--- config.mk ---
export PLATFORM = sky130hd
export DESIGN_NAME = tpp_port
export DESIGN_NICKNAME = d
export VERILOG_FILES = /design/src/core/tpp_pkg.sv /design/src/core/tpp_fifo_if.sv /design/src/core/tpp_fifo.sv /design/src/core/tpp_port.sv
export VERILOG_INCLUDE_DIRS = /design/src /design/src/core
export SDC_FILE = /design/constraint.sdc
export NUM_CORES = 1
export LEC_CHECK = 0
export BUFFER_PORTS_ARGS = -buffer_cell sky130_fd_sc_hd__buf_2
export CAP_MARGIN = 20
export CORE_MARGIN = 3
export CORE_UTILIZATION = 39
export CTS_CLUSTER_DIAMETER = 30
export DETAILED_ROUTE_END_ITERATION = 10
export SYNTH_ARGS = -nofsm -noshare
export SYNTH_HDL_FRONTEND = slang
export SYNTH_SLANG_ARGS = --single-unit
--- constraint.sdc ---
create_clock -name CLK -period 2.5 [get_ports CLK]
set_input_delay 0.5 -clock CLK [delete_from_list [all_inputs] [get_ports CLK]]
set_output_delay 0.5 -clock CLK [all_outputs]
set_load 0.02 [all_outputs]
--- src/core/tpp_map.svh ---
`ifndef TPP_MAP_SVH
`define TPP_MAP_SVH
// Instruction codes, 4-bit instruction register
`define TPP_IR_WIDTH 4
`define TPP_IR_RESET 4'hC
`define TPP_IR_IDCODE 4'h1
`define TPP_IR_BYPASS 4'hF
`define TPP_OP_DEV_RESET 4'hC
`define TPP_OP_UNLOCK 4'h4
`define TPP_OP_COMMAND 4'h5
`define TPP_OP_PAGELOAD 4'h6
// Data register widths
`define TPP_UNLOCK_WIDTH 16
`define TPP_CMD_WIDTH 15
`define TPP_BYTE_WIDTH 8
// Unlock signature and reset values
`define TPP_SIGNATURE 16'hA370
`define TPP_UNLOCK_RESET 16'h0000
`define TPP_CMD_RESET 15'h0000
// Page buffer write must finish inside this many test clocks
`define TPP_PAGE_WRITE_TCK 11
// Chip clocks from reset low to disable bit clear
`define TPP_DISABLE_CLEAR_CLKS 2
`endif

--- src/core/tpp_pkg.sv ---
package tpp_pkg;
	// Test access port controller states
	typedef enum logic [3:0] {
		TPP_TLR, TPP_RTI, TPP_SEL_DR, TPP_CAP_DR, TPP_SH_DR, TPP_EX1_DR,
		TPP_PA_DR, TPP_EX2_DR, TPP_UPD_DR, TPP_SEL_IR, TPP_CAP_IR,
		TPP_SH_IR, TPP_EX1_IR, TPP_PA_IR, TPP_EX2_IR, TPP_UPD_IR
	} tpp_tap_state_t;
	// Page buffer write request
	typedef struct packed {
		logic high;
		logic [7:0] addr;
		logic [7:0] data;
	} tpp_page_wr_t;
endpackage : tpp_pkg

--- src/core/tpp_fifo_if.sv ---
`timescale 1ns/10ps
interface tpp_fifo_if #(parameter int WIDTH = 17);
	logic valid;
	logic ready;
	logic [WIDTH-1:0] data;
	modport src (output valid, output data, input ready);
	modport snk (input valid, input data, output ready);
endinterface : tpp_fifo_if

--- src/core/tpp_fifo.sv ---
`timescale 1ns/10ps
module tpp_fifo #(
	parameter int WIDTH = 17,
	parameter int DEPTH = 4
) (
	input wire logic clk,
	input wire logic rst_n,
	tpp_fifo_if.snk in_port,
	output logic out_valid,
	input wire logic out_ready,
	output logic [WIDTH-1:0] out_data
);
	localparam int AW = $clog2(DEPTH);
	logic [WIDTH-1:0] mem_q [DEPTH];
	logic [AW-1:0] wr_q;
	logic [AW-1:0] rd_q;
	logic [AW:0] cnt_q;
	logic push;
	logic pop;

	// Handshake terms; full stalls the writer
	assign in_port.ready = (cnt_q != DEPTH[AW:0]);
	assign out_valid = (cnt_q != '0);
	assign push = in_port.valid && in_port.ready;
	assign pop = out_valid && out_ready;
	assign out_data = mem_q[rd_q];

	// Storage, no reset needed on data
	always_ff @(posedge clk) begin
		if (push) begin
			mem_q[wr_q] <= in_port.data;
		end
	end

	// Pointers and fill count
	always_ff @(posedge clk or negedge rst_n) begin
		if (!rst_n) begin
			wr_q <= '0;
			rd_q <= '0;
			cnt_q <= '0;
		end else begin
			if (push) begin
				wr_q <= (wr_q == AW'(DEPTH - 1)) ? '0 : wr_q + 1'b1;
			end
			if (pop) begin
				rd_q <= (rd_q == AW'(DEPTH - 1)) ? '0 : rd_q + 1'b1;
			end
			cnt_q <= cnt_q + (AW+1)'(push) - (AW+1)'(pop);
		end
	end
endmodule : tpp_fifo

--- src/core/tpp_port.sv ---
`timescale 1ns/10ps
`include "tpp_map.svh"
module tpp_port #(
	parameter int FIFO_DEPTH = 4
) (
	input wire logic CLK,
	input wire logic RESETN,
	input wire logic TCK,
	input wire logic TMS,
	input wire logic TDI,
	output logic TDO,
	output logic TDO_OE,
	input wire logic EXT_RESETN,
	input wire logic ENABLE_FUSE,
	input wire logic DISABLE_SET,
	output logic DISABLE_BIT,
	output logic DEVICE_RESET,
	output logic PROG_MODE,
	output logic [14:0] CMD_OUT,
	output logic CMD_APPLY,
	output logic CMD_EXEC,
	input wire logic [14:0] CMD_RESULT,
	input wire logic [7:0] PAGE_ADDR_PRESET,
	input wire logic PAGE_ADDR_LOAD,
	output logic PAGE_WR_VALID,
	input wire logic PAGE_WR_READY,
	output logic PAGE_WR_HIGH,
	output logic [7:0] PAGE_WR_ADDR,
	output logic [7:0] PAGE_WR_DATA
);
	localparam int PW = $bits(tpp_pkg::tpp_page_wr_t);

	logic [1:0] tck_s_q;
	logic [1:0] tms_s_q;
	logic [1:0] tdi_s_q;
	logic [1:0] ext_s_q;
	logic tck_prev_q;
	logic tck_rise;
	logic tck_fall;
	tpp_pkg::tpp_tap_state_t st_q;
	tpp_pkg::tpp_tap_state_t st_d;
	logic [3:0] ir_sh_q;
	logic [3:0] ir_q;
	logic rst_bit_q;
	logic [15:0] unl_q;
	logic [14:0] cmd_q;
	logic unlocked_q;
	logic disable_q;
	logic [1:0] dis_cnt_q;
	logic port_on;
	logic high_q;
	logic first_q;
	logic [7:0] addr_q;
	logic [7:0] tmp_q;
	logic wr_pend_q;
	logic tdo_q;
	logic tdo_oe_q;
	logic cmd_apply_q;
	logic cmd_exec_q;
	logic exec_armed_q;
	tpp_pkg::tpp_page_wr_t fifo_out;

	tpp_fifo_if #(.WIDTH(PW)) page_if ();

	// Shift is one bit per sampled clock edge
	function automatic logic [15:0] shift16(input logic [15:0] v,
		input logic b);
		shift16 = {b, v[15:1]};
	endfunction : shift16

	// Test pins and external reset pass two flops before use
	always_ff @(posedge CLK or negedge RESETN) begin
		if (!RESETN) begin
			tck_s_q <= 2'h0;
			tms_s_q <= 2'h0;
			tdi_s_q <= 2'h0;
			ext_s_q <= 2'h3;
			tck_prev_q <= 1'b0;
		end else begin
			tck_s_q <= {tck_s_q[0], TCK};
			tms_s_q <= {tms_s_q[0], TMS};
			tdi_s_q <= {tdi_s_q[0], TDI};
			ext_s_q <= {ext_s_q[0], EXT_RESETN};
			tck_prev_q <= tck_s_q[1];
		end
	end
	assign tck_rise = tck_s_q[1] && !tck_prev_q;
	assign tck_fall = !tck_s_q[1] && tck_prev_q;

	// Disable bit: set by software, cleared by held external reset
	always_ff @(posedge CLK or negedge RESETN) begin
		if (!RESETN) begin
			disable_q <= 1'b0;
			dis_cnt_q <= 2'h0;
		end else if (!ext_s_q[1]) begin
			if (dis_cnt_q == 2'(`TPP_DISABLE_CLEAR_CLKS - 1)) begin
				disable_q <= 1'b0;
			end else begin
				dis_cnt_q <= dis_cnt_q + 2'h1;
			end
		end else begin
			dis_cnt_q <= 2'h0;
			if (DISABLE_SET) begin
				disable_q <= 1'b1;
			end
		end
	end
	assign port_on = ENABLE_FUSE && !disable_q;

	// Controller next state
	always_comb begin
		st_d = st_q;
		case (st_q)
			tpp_pkg::TPP_TLR: st_d = tms_s_q[1] ? tpp_pkg::TPP_TLR
				: tpp_pkg::TPP_RTI;
			tpp_pkg::TPP_RTI: st_d = tms_s_q[1] ? tpp_pkg::TPP_SEL_DR
				: tpp_pkg::TPP_RTI;
			tpp_pkg::TPP_SEL_DR: st_d = tms_s_q[1] ? tpp_pkg::TPP_SEL_IR
				: tpp_pkg::TPP_CAP_DR;
			tpp_pkg::TPP_CAP_DR: st_d = tms_s_q[1] ? tpp_pkg::TPP_EX1_DR
				: tpp_pkg::TPP_SH_DR;
			tpp_pkg::TPP_SH_DR: st_d = tms_s_q[1] ? tpp_pkg::TPP_EX1_DR
				: tpp_pkg::TPP_SH_DR;
			tpp_pkg::TPP_EX1_DR: st_d = tms_s_q[1] ? tpp_pkg::TPP_UPD_DR
				: tpp_pkg::TPP_PA_DR;
			tpp_pkg::TPP_PA_DR: st_d = tms_s_q[1] ? tpp_pkg::TPP_EX2_DR
				: tpp_pkg::TPP_PA_DR;
			tpp_pkg::TPP_EX2_DR: st_d = tms_s_q[1] ? tpp_pkg::TPP_UPD_DR
				: tpp_pkg::TPP_SH_DR;
			tpp_pkg::TPP_UPD_DR: st_d = tms_s_q[1] ? tpp_pkg::TPP_SEL_DR
				: tpp_pkg::TPP_RTI;
			tpp_pkg::TPP_SEL_IR: st_d = tms_s_q[1] ? tpp_pkg::TPP_TLR
				: tpp_pkg::TPP_CAP_IR;
			tpp_pkg::TPP_CAP_IR: st_d = tms_s_q[1] ? tpp_pkg::TPP_EX1_IR
				: tpp_pkg::TPP_SH_IR;
			tpp_pkg::TPP_SH_IR: st_d = tms_s_q[1] ? tpp_pkg::TPP_EX1_IR
				: tpp_pkg::TPP_SH_IR;
			tpp_pkg::TPP_EX1_IR: st_d = tms_s_q[1] ? tpp_pkg::TPP_UPD_IR
				: tpp_pkg::TPP_PA_IR;
			tpp_pkg::TPP_PA_IR: st_d = tms_s_q[1] ? tpp_pkg::TPP_EX2_IR
				: tpp_pkg::TPP_PA_IR;
			tpp_pkg::TPP_EX2_IR: st_d = tms_s_q[1] ? tpp_pkg::TPP_UPD_IR
				: tpp_pkg::TPP_SH_IR;
			tpp_pkg::TPP_UPD_IR: st_d = tms_s_q[1] ? tpp_pkg::TPP_SEL_DR
				: tpp_pkg::TPP_RTI;
			default: st_d = tpp_pkg::TPP_TLR;
		endcase
	end

	// Controller advances on sampled test clock rise
	always_ff @(posedge CLK or negedge RESETN) begin
		if (!RESETN) begin
			st_q <= tpp_pkg::TPP_TLR;
		end else if (!port_on) begin
			st_q <= tpp_pkg::TPP_TLR;
		end else if (tck_rise) begin
			st_q <= st_d;
		end
	end

	// Instruction register, LSB first; device reset leaves it alone
	always_ff @(posedge CLK or negedge RESETN) begin
		if (!RESETN) begin
			ir_sh_q <= 4'h0;
			ir_q <= `TPP_IR_RESET;
		end else if (!port_on || st_q == tpp_pkg::TPP_TLR) begin
			ir_q <= `TPP_IR_RESET;
		end else if (tck_rise) begin
			case (st_q)
				tpp_pkg::TPP_CAP_IR: ir_sh_q <= 4'h1;
				tpp_pkg::TPP_SH_IR: ir_sh_q <= {tdi_s_q[1],
					ir_sh_q[3:1]};
				tpp_pkg::TPP_UPD_IR: ir_q <= ir_sh_q;
				default: ir_q <= ir_q;
			endcase
		end
	end

	// One-bit reset register; its output is used unlatched
	always_ff @(posedge CLK or negedge RESETN) begin
		if (!RESETN) begin
			rst_bit_q <= 1'b0;
		end else if (tck_rise && st_q == tpp_pkg::TPP_SH_DR
			&& ir_q == `TPP_OP_DEV_RESET) begin
			rst_bit_q <= tdi_s_q[1];
		end
	end
	assign DEVICE_RESET = rst_bit_q || !ext_s_q[1];

	// Unlock register and programming mode
	always_ff @(posedge CLK or negedge RESETN) begin
		if (!RESETN) begin
			unl_q <= `TPP_UNLOCK_RESET;
			unlocked_q <= 1'b0;
		end else if (tck_rise && ir_q == `TPP_OP_UNLOCK) begin
			if (st_q == tpp_pkg::TPP_SH_DR) begin
				unl_q <= shift16(unl_q, tdi_s_q[1]);
			end else if (st_q == tpp_pkg::TPP_UPD_DR) begin
				unlocked_q <= (unl_q == `TPP_SIGNATURE);
			end
		end
	end
	assign PROG_MODE = unlocked_q;

	// Command register; page-load shifts only its low byte
	always_ff @(posedge CLK or negedge RESETN) begin
		if (!RESETN) begin
			cmd_q <= `TPP_CMD_RESET;
		end else if (tck_rise) begin
			if (ir_q == `TPP_OP_COMMAND) begin
				if (st_q == tpp_pkg::TPP_CAP_DR) begin
					cmd_q <= CMD_RESULT;
				end else if (st_q == tpp_pkg::TPP_SH_DR) begin
					cmd_q <= {tdi_s_q[1], cmd_q[14:1]};
				end
			end else if (ir_q == `TPP_OP_PAGELOAD
				&& st_q == tpp_pkg::TPP_SH_DR) begin
				cmd_q[7:0] <= {tdi_s_q[1], cmd_q[7:1]};
			end
		end
	end

	// Apply on update, execute pulse on following idle
	always_ff @(posedge CLK or negedge RESETN) begin
		if (!RESETN) begin
			CMD_OUT <= 15'h0000;
			cmd_apply_q <= 1'b0;
			cmd_exec_q <= 1'b0;
			exec_armed_q <= 1'b0;
		end else begin
			cmd_apply_q <= 1'b0;
			cmd_exec_q <= 1'b0;
			if (tck_rise && ir_q == `TPP_OP_COMMAND && unlocked_q
				&& st_q == tpp_pkg::TPP_UPD_DR) begin
				CMD_OUT <= cmd_q;
				cmd_apply_q <= 1'b1;
				exec_armed_q <= 1'b1;
			end else if (tck_rise && st_q == tpp_pkg::TPP_RTI
				&& exec_armed_q) begin
				cmd_exec_q <= 1'b1;
				exec_armed_q <= 1'b0;
			end else if (st_q != tpp_pkg::TPP_RTI
				&& st_q != tpp_pkg::TPP_UPD_DR) begin
				exec_armed_q <= 1'b0;
			end
		end
	end
	assign CMD_APPLY = cmd_apply_q;
	assign CMD_EXEC = cmd_exec_q;

	// Page load: alternate bytes, pre-increment except first
	always_ff @(posedge CLK or negedge RESETN) begin
		if (!RESETN) begin
			high_q <= 1'b0;
			first_q <= 1'b1;
			addr_q <= 8'h00;
			tmp_q <= 8'h00;
			wr_pend_q <= 1'b0;
		end else begin
			// Pending byte leaves as soon as the queue has room
			if (wr_pend_q && page_if.ready) begin
				wr_pend_q <= 1'b0;
			end
			if (PAGE_ADDR_LOAD) begin
				addr_q <= PAGE_ADDR_PRESET;
			end
			if (ir_q != `TPP_OP_PAGELOAD) begin
				high_q <= 1'b0;
				first_q <= 1'b1;
			end else if (tck_rise && st_q == tpp_pkg::TPP_UPD_DR
				&& unlocked_q && !wr_pend_q) begin
				tmp_q <= cmd_q[7:0];
				wr_pend_q <= 1'b1;
				high_q <= !high_q;
				if (!high_q && !first_q) begin
					addr_q <= addr_q + 8'h01;
				end
				first_q <= 1'b0;
			end
		end
	end

	// Page writes queue; a load while the byte is still pending is dropped, so a buffer stalled past the queue plus one loses bytes
	assign page_if.valid = wr_pend_q;
	assign page_if.data = {!high_q, addr_q, tmp_q};

	tpp_fifo #(.WIDTH(PW), .DEPTH(FIFO_DEPTH)) u_fifo (
		.clk(CLK),
		.rst_n(RESETN),
		.in_port(page_if),
		.out_valid(PAGE_WR_VALID),
		.out_ready(PAGE_WR_READY),
		.out_data(fifo_out)
	);
	assign PAGE_WR_HIGH = fifo_out.high;
	assign PAGE_WR_ADDR = fifo_out.addr;
	assign PAGE_WR_DATA = fifo_out.data;

	// Data out changes on falling test clock, LSB first
	always_ff @(posedge CLK or negedge RESETN) begin
		if (!RESETN) begin
			tdo_q <= 1'b0;
			tdo_oe_q <= 1'b0;
		end else if (!port_on) begin
			// Release at once; no test clock may follow the switch-off
			tdo_oe_q <= 1'b0;
		end else if (tck_fall) begin
			tdo_oe_q <= (st_q == tpp_pkg::TPP_SH_DR)
				|| (st_q == tpp_pkg::TPP_SH_IR);
			if (st_q == tpp_pkg::TPP_SH_IR) begin
				tdo_q <= ir_sh_q[0];
			end else begin
				case (ir_q)
					`TPP_OP_DEV_RESET: tdo_q <= rst_bit_q;
					`TPP_OP_UNLOCK: tdo_q <= unl_q[0];
					default: tdo_q <= cmd_q[0];
				endcase
			end
		end
	end
	assign TDO = tdo_q;
	assign TDO_OE = tdo_oe_q;
	assign DISABLE_BIT = disable_q;
endmodule : tpp_port

# After elaboration in Yosys (flattened, before gate mapping)
# Memory sizes are Yosys's and may differ from the RTL's.
# Index checks and enable logic that the tools add are counted.
[word_totals] output_inout_bits=40 word_cells=176 ff_bits=103 mem_bits_rw=68 inputBits=33 mem_count=1
[classes] n_addsub=6 eq_ne=32 bitwise_logic=3 n_reduce_logical=52 muxes=53
[mem_list] memory="u_fifo.mem_q" words=4 width=17 read_ports=1 rd_clocked_by_memory_dff=0 wr=1 line="tpp_fifo.sv:14" rtl="logic [WIDTH-1:0] mem_q [DEPTH];"
[ops] operator="$mux 8" n=6
[ops] operator="$pmux 4 s12" n=1
[ops] operator="$eq 4x4->1 const B" n=9
[ops] operator="$mux 4" n=9
[ops] operator="$mux 15" n=2
[ops] operator="$eq 4x3->1 const B" n=7
[ops] operator="$mux 1" n=24
[ops] operator="$logic_and 1x1->1" n=19
[ops] operator="$eq 16x16->1 const B" n=1
[ops] operator="$mux 2" n=7
[ops] operator="$reduce_bool 2->1" n=7
[ops] operator="$reduce_and 3->1" n=4
[ops] operator="$reduce_and 2->1" n=5
[ops] operator="$add 8x1->8 const B" n=1
[ops] operator="$eq 4x2->1 const B" n=2
[ops] operator="$logic_not 1->1" n=8
[ops] operator="$ne 2x2->1 const B" n=4
[ops] operator="$pmux 4 s2" n=1
[ops] operator="$add 2x1->2 const B" n=3
[ops] operator="$mux 3" n=2
[ops] operator="$reduce_bool 3->1" n=2
[ops] operator="$eq 2x2->1 const B" n=2
[ops] operator="$eq 4x1->1 const B" n=1
[ops] operator="$logic_not 4->1" n=1
[ops] operator="13 further kinds" n=18

# Logic depth before layout (Yosys ltp)
# Gate-level depths: netlist of the first run.
[depth] ltp_word=7 depth_mapped=9 mapped_depth_nobuf=9

# By module
# Synthesis of the first run repeated with hierarchy kept, for this count alone.
[unflattened] cells_unflattened=495 area_unflattened_um2=7340.8
[by_module_without_submodules] module="tpp_port" instances=1 area_per_inst_um2=4443.0 seq_area_each_um2=2408.6 cells_each=368
[by_module_without_submodules] module="tpp_fifo" instances=1 area_per_inst_um2=2897.8 seq_area_each_um2=2217.1 cells_each=127

# Worst setup path after synthesis of the first run
# No wires, ideal clock.
[synth_timing] kind="register -> register" from="register u_fifo.cnt_q[2]" to="register u_fifo.cnt_q[2]" period_less_slack_ns=2.315 setup_slack_ns=0.185 t_required_ns=2.377 arrival_ns=2.192 path_stages_with_launch=10 n_path_buf=0 setup_ns=0.123 path_cell_list="dfrtp_1 or3_1 nand2_1 inv_1 ha_1 inv_1 ha_1 fa_1 xor2_1 xnor2_1"
[synth_between] word_cells_on_any_way=6 classes_between="add/sub: 2; eq/ne: 1; reduce/logical: 3"
[synth_lines] item="start, declared" line="tpp_fifo.sv:17" rtl="logic [AW:0] cnt_q;"
[synth_lines] item="start signal, assigned" line="tpp_fifo.sv:48" rtl="cnt_q <= cnt_q + (AW+1)'(push) - (AW+1)'(pop);"
[synth_lines] item="$reduce_bool 3->1" line="tpp_fifo.sv:23" rtl="assign out_valid = (cnt_q != '0);"
[synth_lines] item="via PAGE_WR_VALID" line="tpp_port.sv:25" rtl="output logic PAGE_WR_VALID,"
[synth_lines] item="$logic_and 1x1->1" line="tpp_fifo.sv:25" rtl="assign pop = out_valid && out_ready;"
[synth_lines] item="via u_fifo.pop" line="tpp_fifo.sv:19" rtl="logic pop;"
[synth_lines] item="$sub 3x1->3" line="tpp_fifo.sv:48"
# The timed path passes the listed nets, and every way through them passes these cells.
# A chain may end at the register's enable or synchronous reset.

# Final worst setup path of the first run
[layout_timing] from="register u_fifo.rd_q[0]" to="output port PAGE_WR_DATA[7]"
[layout_between] elab_chain_len=1
[layout_rtl] item="start, declared" line="tpp_fifo.sv:16" rtl="logic [AW-1:0] rd_q;"
[layout_rtl] item="start signal, assigned" line="tpp_fifo.sv:46" rtl="rd_q <= (rd_q == AW'(DEPTH - 1)) ? '0 : rd_q + 1'b1;"
[layout_rtl] item="$mem_v2 4x17"
[layout_rtl] item="end, declared" line="tpp_port.sv:29" rtl="output logic [7:0] PAGE_WR_DATA"
# Every way passes these cells.

==> results by group, run 1 <==
Route
  – DR iter-0 viols: 264
  – Drt total wl: 14680 microns
  – First-pass detailed-route iteration total: 4
  – DR DRC count: 0
  – DR vias/cell: 5.272
  – Post-route ant nets: 0
  – Via count: 4386
  – WL per Instance: 17.64 microns

Power and ir drop
  – Peak VDD IR: 471.0 uV
  – Power Dens Cells: 785.1 nW/um^2
  – Lkg Pwr: 3.620 nW

Yosys
  – Ys Warns: 0
  – Syn nets: 543
  – Post-synthesis cell count: 500
  – Count of unique library cells instantiated by Yosys: 60
  – Flops & latches, synth: 171
  – Syn Area/Cell: 14.72 sq um
  – Async set-or-reset flop fraction in the synthesized netlist: 60.23%
  – Synth Flop Type: dfrtp_1
  – Sequential element share of the synthesized area: 62.84%
  – Post-synthesis cell area: 7361 sq um
  – Post-synth EDFFs: 68

Die
  – # IOs: 73
  – Placeable Area: 18270 sq um
  – Die width: 143.4 microns
  – Area of the die: 20560 sq um
  – Initial Utilization: 40.29%
  – FP Rows: 49
  – Die height: 143.4 microns

Final layout
  – Final core utilization: 47.58%
  – Share of layout cells above drive strength 1: 35.16%
  – N_diodes: 0
  – Fin nets: 633
  – P&R area growth vs syn: 18.10%

Global route
  – Final global-route overflow total: 0
  – Vias in the first global route: 4530
  – Largest net degree at the start of global routing: 65
  – Antenna violations before repair: 0
  – Total track usage: 14.77%
  – Global-route wire length before repair: 23730 microns

Timing
  – Tcrit/Tclk final: 94.23%
  – Unrepaired setup endpoints after global routing: false
  – Fin. Hold Viols: 0
  – Fmax: 424.5 MHz
  – Setup WS post-layout: 0.1441 ns
  – Fin. max-slew vios: 0
  – Setup violators final: 0
  – Worst clock skew: 0.009766 ns
  – Slew headroom: 52.79%
  – Worst-margin pin slew: 0.7028 ns
  – Final worst path period need: 2.356 ns
  – Fin Setup TNS: 0 ns

Critical path
  – Crit Path Class: flop to output port
  – Worst setup SP type: flop
  – Worst setup EP type: output port
  – R2R Setup Slk: 0.21 ns
  – Crit path DAT: 1.86 ns
  – Worst Path Max Fanout: 20
  – Worst EP required: 2.00 ns

Flow run
  – Number of max-cap violations: 0

CTS
  – Max clock buf depth: 2
  – Clock sinks: 171
  – Post-CTS Setup Bufs: 0
  – CTS buffer count: 17
  – Hold Buf Count CTS: 1
  – Clk slew on worst S/H paths: 0.06 ns
  – Post-CTS resize count: 0
  – Root Buffer: clkbuf_16
  – Worst-skew pair later-pin latency: 0.42 ns
  – H-Tree Depth: 4
  – CTS tree: yes

Outcome
  – Outcome: complete, no violations

Place
  – Place WS: 0.2079 ns
  – IO buf count: 72
  – DP HPWL: 9956 microns
  – Routability cong.: 0.7909

Min path
  – Worst min path class: input pin to flop
layout make-up:
| cell class | count | area, sq um |
|---|---|---|
| well taps | 229 | 286.5 |
| repair buffers | 93 | 548.0 |
| fillers | 1615 | 9577 |
| clock buffers | 23 | 489.2 |
| clock inverters | 9 | 136.4 |
| flip-flops and latches | 171 | 4626 |
| multi-input cells | 293 | 2555 |
| inverters | 14 | 52.55 |
worst max-delay path: stages, from the launching register on:
cell	delay, ns
dfrtp_1	0.32
buf_4	0.35
mux4_2	0.58
buf_2	0.18
cells in the final DEF (no fill, tap or decap), drive strengths merged, types with 4 or more instances in the layout:
master	instances
edfxtp	68
mux4	17
nand4	10
o21ai	17
nand2b	6
and4bb	4
a31oi	4
nand2	32
or3	6
nor2	19
and2	6
buf	92
a21oi	11
nand3b	5
clkbuf	23
clkinv	4
nor2b	10
dfstp	5
inv	15
dfrtp	98
ha	9
nand3	16
mux2i	16
mux2	59
cell usage after synthesis, types with 6 or more instances:
| master | number | area share, % |
|---|---|---|
| and2_1 | 6 | 0.51 |
| dfrtp_1 | 98 | 33 |
| mux2_2 | 48 | 7.3 |
| or3_1 | 6 | 0.51 |
| edfxtp_1 | 68 | 28 |
| a21oi_1 | 11 | 0.75 |
| buf_2 | 6 | 0.41 |
| mux2_4 | 8 | 1.6 |
| nand4_1 | 8 | 0.68 |
| nand3_1 | 14 | 0.95 |
| mux4_2 | 17 | 5.2 |
| nand2b_1 | 6 | 0.51 |
| ha_1 | 9 | 1.5 |
| nand2_1 | 31 | 1.6 |
| nor2_1 | 19 | 0.97 |
| nor2b_1 | 10 | 0.85 |
| o21ai_0 | 17 | 1.2 |
| clkbuf_1 | 7 | 0.36 |
| mux2i_1 | 16 | 2.2 |
| inv_1 | 14 | 0.71 |
path summary, 6_finish.rpt:
path | from | to | depth (start not counted)
max in group asynchronous | RESETN | ext_s_q[0]$_DFF_PN1_ | 3
worst max-delay path | u_fifo.rd_q[0]$_DFFE_PN0P_ | PAGE_WR_DATA[7] | 3
worst min-delay path | EXT_RESETN | ext_s_q[0]$_DFF_PN1_ | 1
min in group asynchronous | RESETN | cmd_q[11]$_DFFE_PN0P_ | 2
worst max register to register | u_fifo.cnt_q[2]$_DFF_PN0_ | u_fifo.cnt_q[2]$_DFF_PN0_ | 9
worst min register to register | tck_s_q[0]$_DFF_PN0_ | tck_s_q[1]$_DFF_PN0_ | 0
kinds of logic (layout without fill, tap and decap cells):
family | count (synthesis) | in the layout | share of synthesized area (%)
AND/OR/NAND/NOR | 131 | 131 | 10.59
AO/OA/AOI/OAI | 54 | 54 | 4.793
adder cells (fa/ha/maj) | 10 | 10 | 1.802
multiplexers | 92 | 92 | 16.81
flip-flops | 171 | 171 | 62.84
buffers and inverters | 36 | 139 | 2.448
XOR/XNOR | 6 | 6 | 0.7141
report_power, final:
group	total, mW	internal [mW]	leakage, nW	switching, mW
combinational	0.944	0.416	1.45	0.528
clock	2.75	1.69	0.301	1.06
sequential	3.13	3.02	1.87	0.102
sequential cells by signal, indices dropped and copies added (netlist names), 2 cells and up:
| register | cells |
|---|---|
| ir_q | 4 |
| st_q | 4 |
| addr_q | 8 |
| tms_s_q | 2 |
| tck_s_q | 2 |
| unl_q | 16 |
| u_fifo.cnt_q | 3 |
| dis_cnt_q | 2 |
| ir_sh_q | 4 |
| cmd_q | 15 |
| ext_s_q | 2 |
| tdi_s_q | 2 |
| u_fifo.rd_q | 2 |
| CMD_OUT | 15 |
| tmp_q | 8 |
| u_fifo.mem_q | 68 |
| u_fifo.wr_q | 2 |
per-stage QoR:
stage                     cells  hold WS [ns]  area [sq um]  power (mW)
after CTS                   831        0.1622          8686       6.915
after global routing        832        0.1650          8693       7.146
after global placement      798        0.3368          8050       4.120
final                       832        0.1799          8693       6.825
after floorplan             500        0.2044          7361       3.837
after detailed placement    798        0.3347          8050       4.155
routing by layer:
metal  share of wire, %  track usage (%)
met3                4.7            3.727
met1                 43            18.64
met5                  0                0
met4                2.5            6.145
met2                 49            24.37
Power figures use the tool's default switching activity.
==> run 2, diff against run 1 <==
--- a/config.mk
+++ b/config.mk
@@ -8,6 +8,7 @@
 export LEC_CHECK = 0
 export BUFFER_PORTS_ARGS = -buffer_cell sky130_fd_sc_hd__buf_2
 export CAP_MARGIN = 20
+export CORE_ASPECT_RATIO = 1.1
 export CORE_MARGIN = 3
 export CORE_UTILIZATION = 39
 export CTS_CLUSTER_DIAMETER = 30
==> run 2 against run 1 <==
Net effect:
- utilization down 0.70 points
- via count about the same
- die area is essentially flat
- setup slack improved by 0.053 ns
- largest power group unchanged
==> results by group, run 2 (synthesis gave the netlist of run 1 again) <==
Route
  – Post-route ant nets: 0
  – First-pass detailed-route iteration total: 4
  – WL per Instance: 16.83 microns
  – Via count: 4389
  – Drt total wl: 14260 microns
  – DR vias/cell: 5.182
  – DR DRC count: 0
  – DR iter-0 viols: 248

Global route
  – Vias in the first global route: 4594
  – Global-route wire length before repair: 23170 microns
  – Total track usage: 14.61%
  – Largest net degree at the start of global routing: 54
  – Antenna violations before repair: 0
  – Final global-route overflow total: 0

Final layout
  – Max reg flops: 68
  – Fin nets: 634
  – Multi-input logic area: 2555 sq um
  – Top Registers: u_fifo.mem_q: 68 flops, unl_q: 16 flops
  – Reg with most FFs: u_fifo.mem_q
  – Share of layout cells above drive strength 1: 35.76%
  – Layout Cells excl Fill: 847
  – Most frequent cells in the layout: 98 x dfrtp_1, 71 x buf_2, 68 x edfxtp_1
  – Post-route cell area: 8663 sq um
  – Reg area: 4626 sq um
  – P&R area growth vs syn: 17.70%
  – Commonest non-fill, non-tap cell in the layout: dfrtp_1
  – Number of fill cells: 1649
  – N_diodes: 0
  – Final core utilization: 46.89%

Critical path
  – Worst EP required: 2.80 ns
  – Worst setup EP type: flop
  – R2R Path Start: u_fifo.cnt_q[2]$_DFF_PN0_
  – R2R Setup Slk: 0.20 ns
  – Worst Path Max Fanout: 4
  – Worst setup SP type: flop
  – Crit path DAT: 2.60 ns
  – Crit Path Class: flop to flop
  – R2R depth: 9
  – Worst flop-to-flop path endpoint: u_fifo.cnt_q[2]$_DFF_PN0_

Timing
  – Hold slack: 0.0001637 ns
  – Tcrit/Tclk final: 92.11%
  – Slew headroom: 32.39%
  – Fin. Hold Viols: 0
  – Fin Setup TNS: 0 ns
  – Unrepaired setup endpoints after global routing: false
  – Worst clock skew: 0.004504 ns
  – Fmax: 434.3 MHz
  – Setup WS post-layout: 0.1973 ns
  – Final worst path period need: 2.303 ns
  – Fin. max-slew vios: 0
  – Setup violators final: 0
  – Worst-margin pin slew: 1.010 ns

Place
  – IO buf count: 72
  – Routability cong.: 0.8451
  – Placed Cells: 815
  – DP HPWL: 10070 microns
  – Placed inst area: 8078 sq um
  – Place WS: 0.1929 ns

Die
  – Area of the die: 20560 sq um
  – Initial Utilization: 39.84%
  – Placeable Area: 18480 sq um
  – Die height: 150.1 microns
  – FP Rows: 52
  – Die width: 137.0 microns
  – # IOs: 73

CTS
  – Worst-skew pair later-pin latency: 0.42 ns
  – CTS buffer count: 17
  – Post-CTS resize count: 0
  – Hold Buf Count CTS: 0
  – Clk slew on worst S/H paths: 0.06 ns
  – Post-CTS Setup Bufs: 0
  – H-Tree Depth: 4
  – CTS tree: yes
  – Clock sinks: 171
  – Root Buffer: clkbuf_16
  – Max clock buf depth: 2

Power and ir drop
  – Final Power: 6.698 mW
  – Peak VDD IR: 452.1 uV
  – Lkg Pwr: 3.603 nW
  – Power Dens Cells: 773.1 nW/um^2

Outcome
  – Outcome: complete, no violations

Min path
  – Worst min path class: input pin to async pin

Flow run
  – Number of max-cap violations: 0
## run 2: power by group
part	switching [mW]	leakage, nW	internal, mW
sequential	0.0974	1.87	3.02
combinational	0.543	1.46	0.436
clock	1.09	0.279	1.51
total	1.73	3.60	4.97
## run 2: how the worst max path moves through the flow
stage                                     end                       from  cells after the start
floorplan           u_fifo.cnt_q[2]$_DFF_PN0_  u_fifo.cnt_q[2]$_DFF_PN0_                      9
global placement    u_fifo.cnt_q[2]$_DFF_PN0_  u_fifo.cnt_q[2]$_DFF_PN0_                      9
detailed placement  u_fifo.cnt_q[2]$_DFF_PN0_  u_fifo.cnt_q[2]$_DFF_PN0_                      9
CTS                 u_fifo.cnt_q[2]$_DFF_PN0_  u_fifo.cnt_q[2]$_DFF_PN0_                      9
global route        u_fifo.cnt_q[2]$_DFF_PN0_  u_fifo.cnt_q[2]$_DFF_PN0_                      9
finish              u_fifo.cnt_q[2]$_DFF_PN0_  u_fifo.cnt_q[2]$_DFF_PN0_                      9
## run 2: final cells by class
type	count	share of cell area [%]
Multi-Input combinational cell	293	29.49
Inverter	14	0.6066
Clock buffer	19	5.113
Clock inverter	13	1.646
Timing Repair Buffer	94	6.239
Sequential cell	171	53.39
Tap cell	243	3.510
## run 2: worst max-delay path: stages, from the launching register on
cell	delay, ns
dfrtp_1	0.41
or3_1	0.40
nand2_1	0.14
inv_1	0.06
ha_1	0.27
inv_1	0.04
ha_1	0.18
fa_1	0.37
xor2_1	0.17
xnor2_1	0.13
## run 2: metal layers
| layer | vias up | global-route usage [%] | wire length (microns) |
|---|---|---|---|
| met4 | 0 | 4.790 | 176 |
| met5 | - | 0 | 0 |
| li1 | 2040 | - | - |
| met2 | 106 | 25.81 | 7509 |
| met1 | 2229 | 17.56 | 5916 |
| met3 | 14 | 3.362 | 654 |
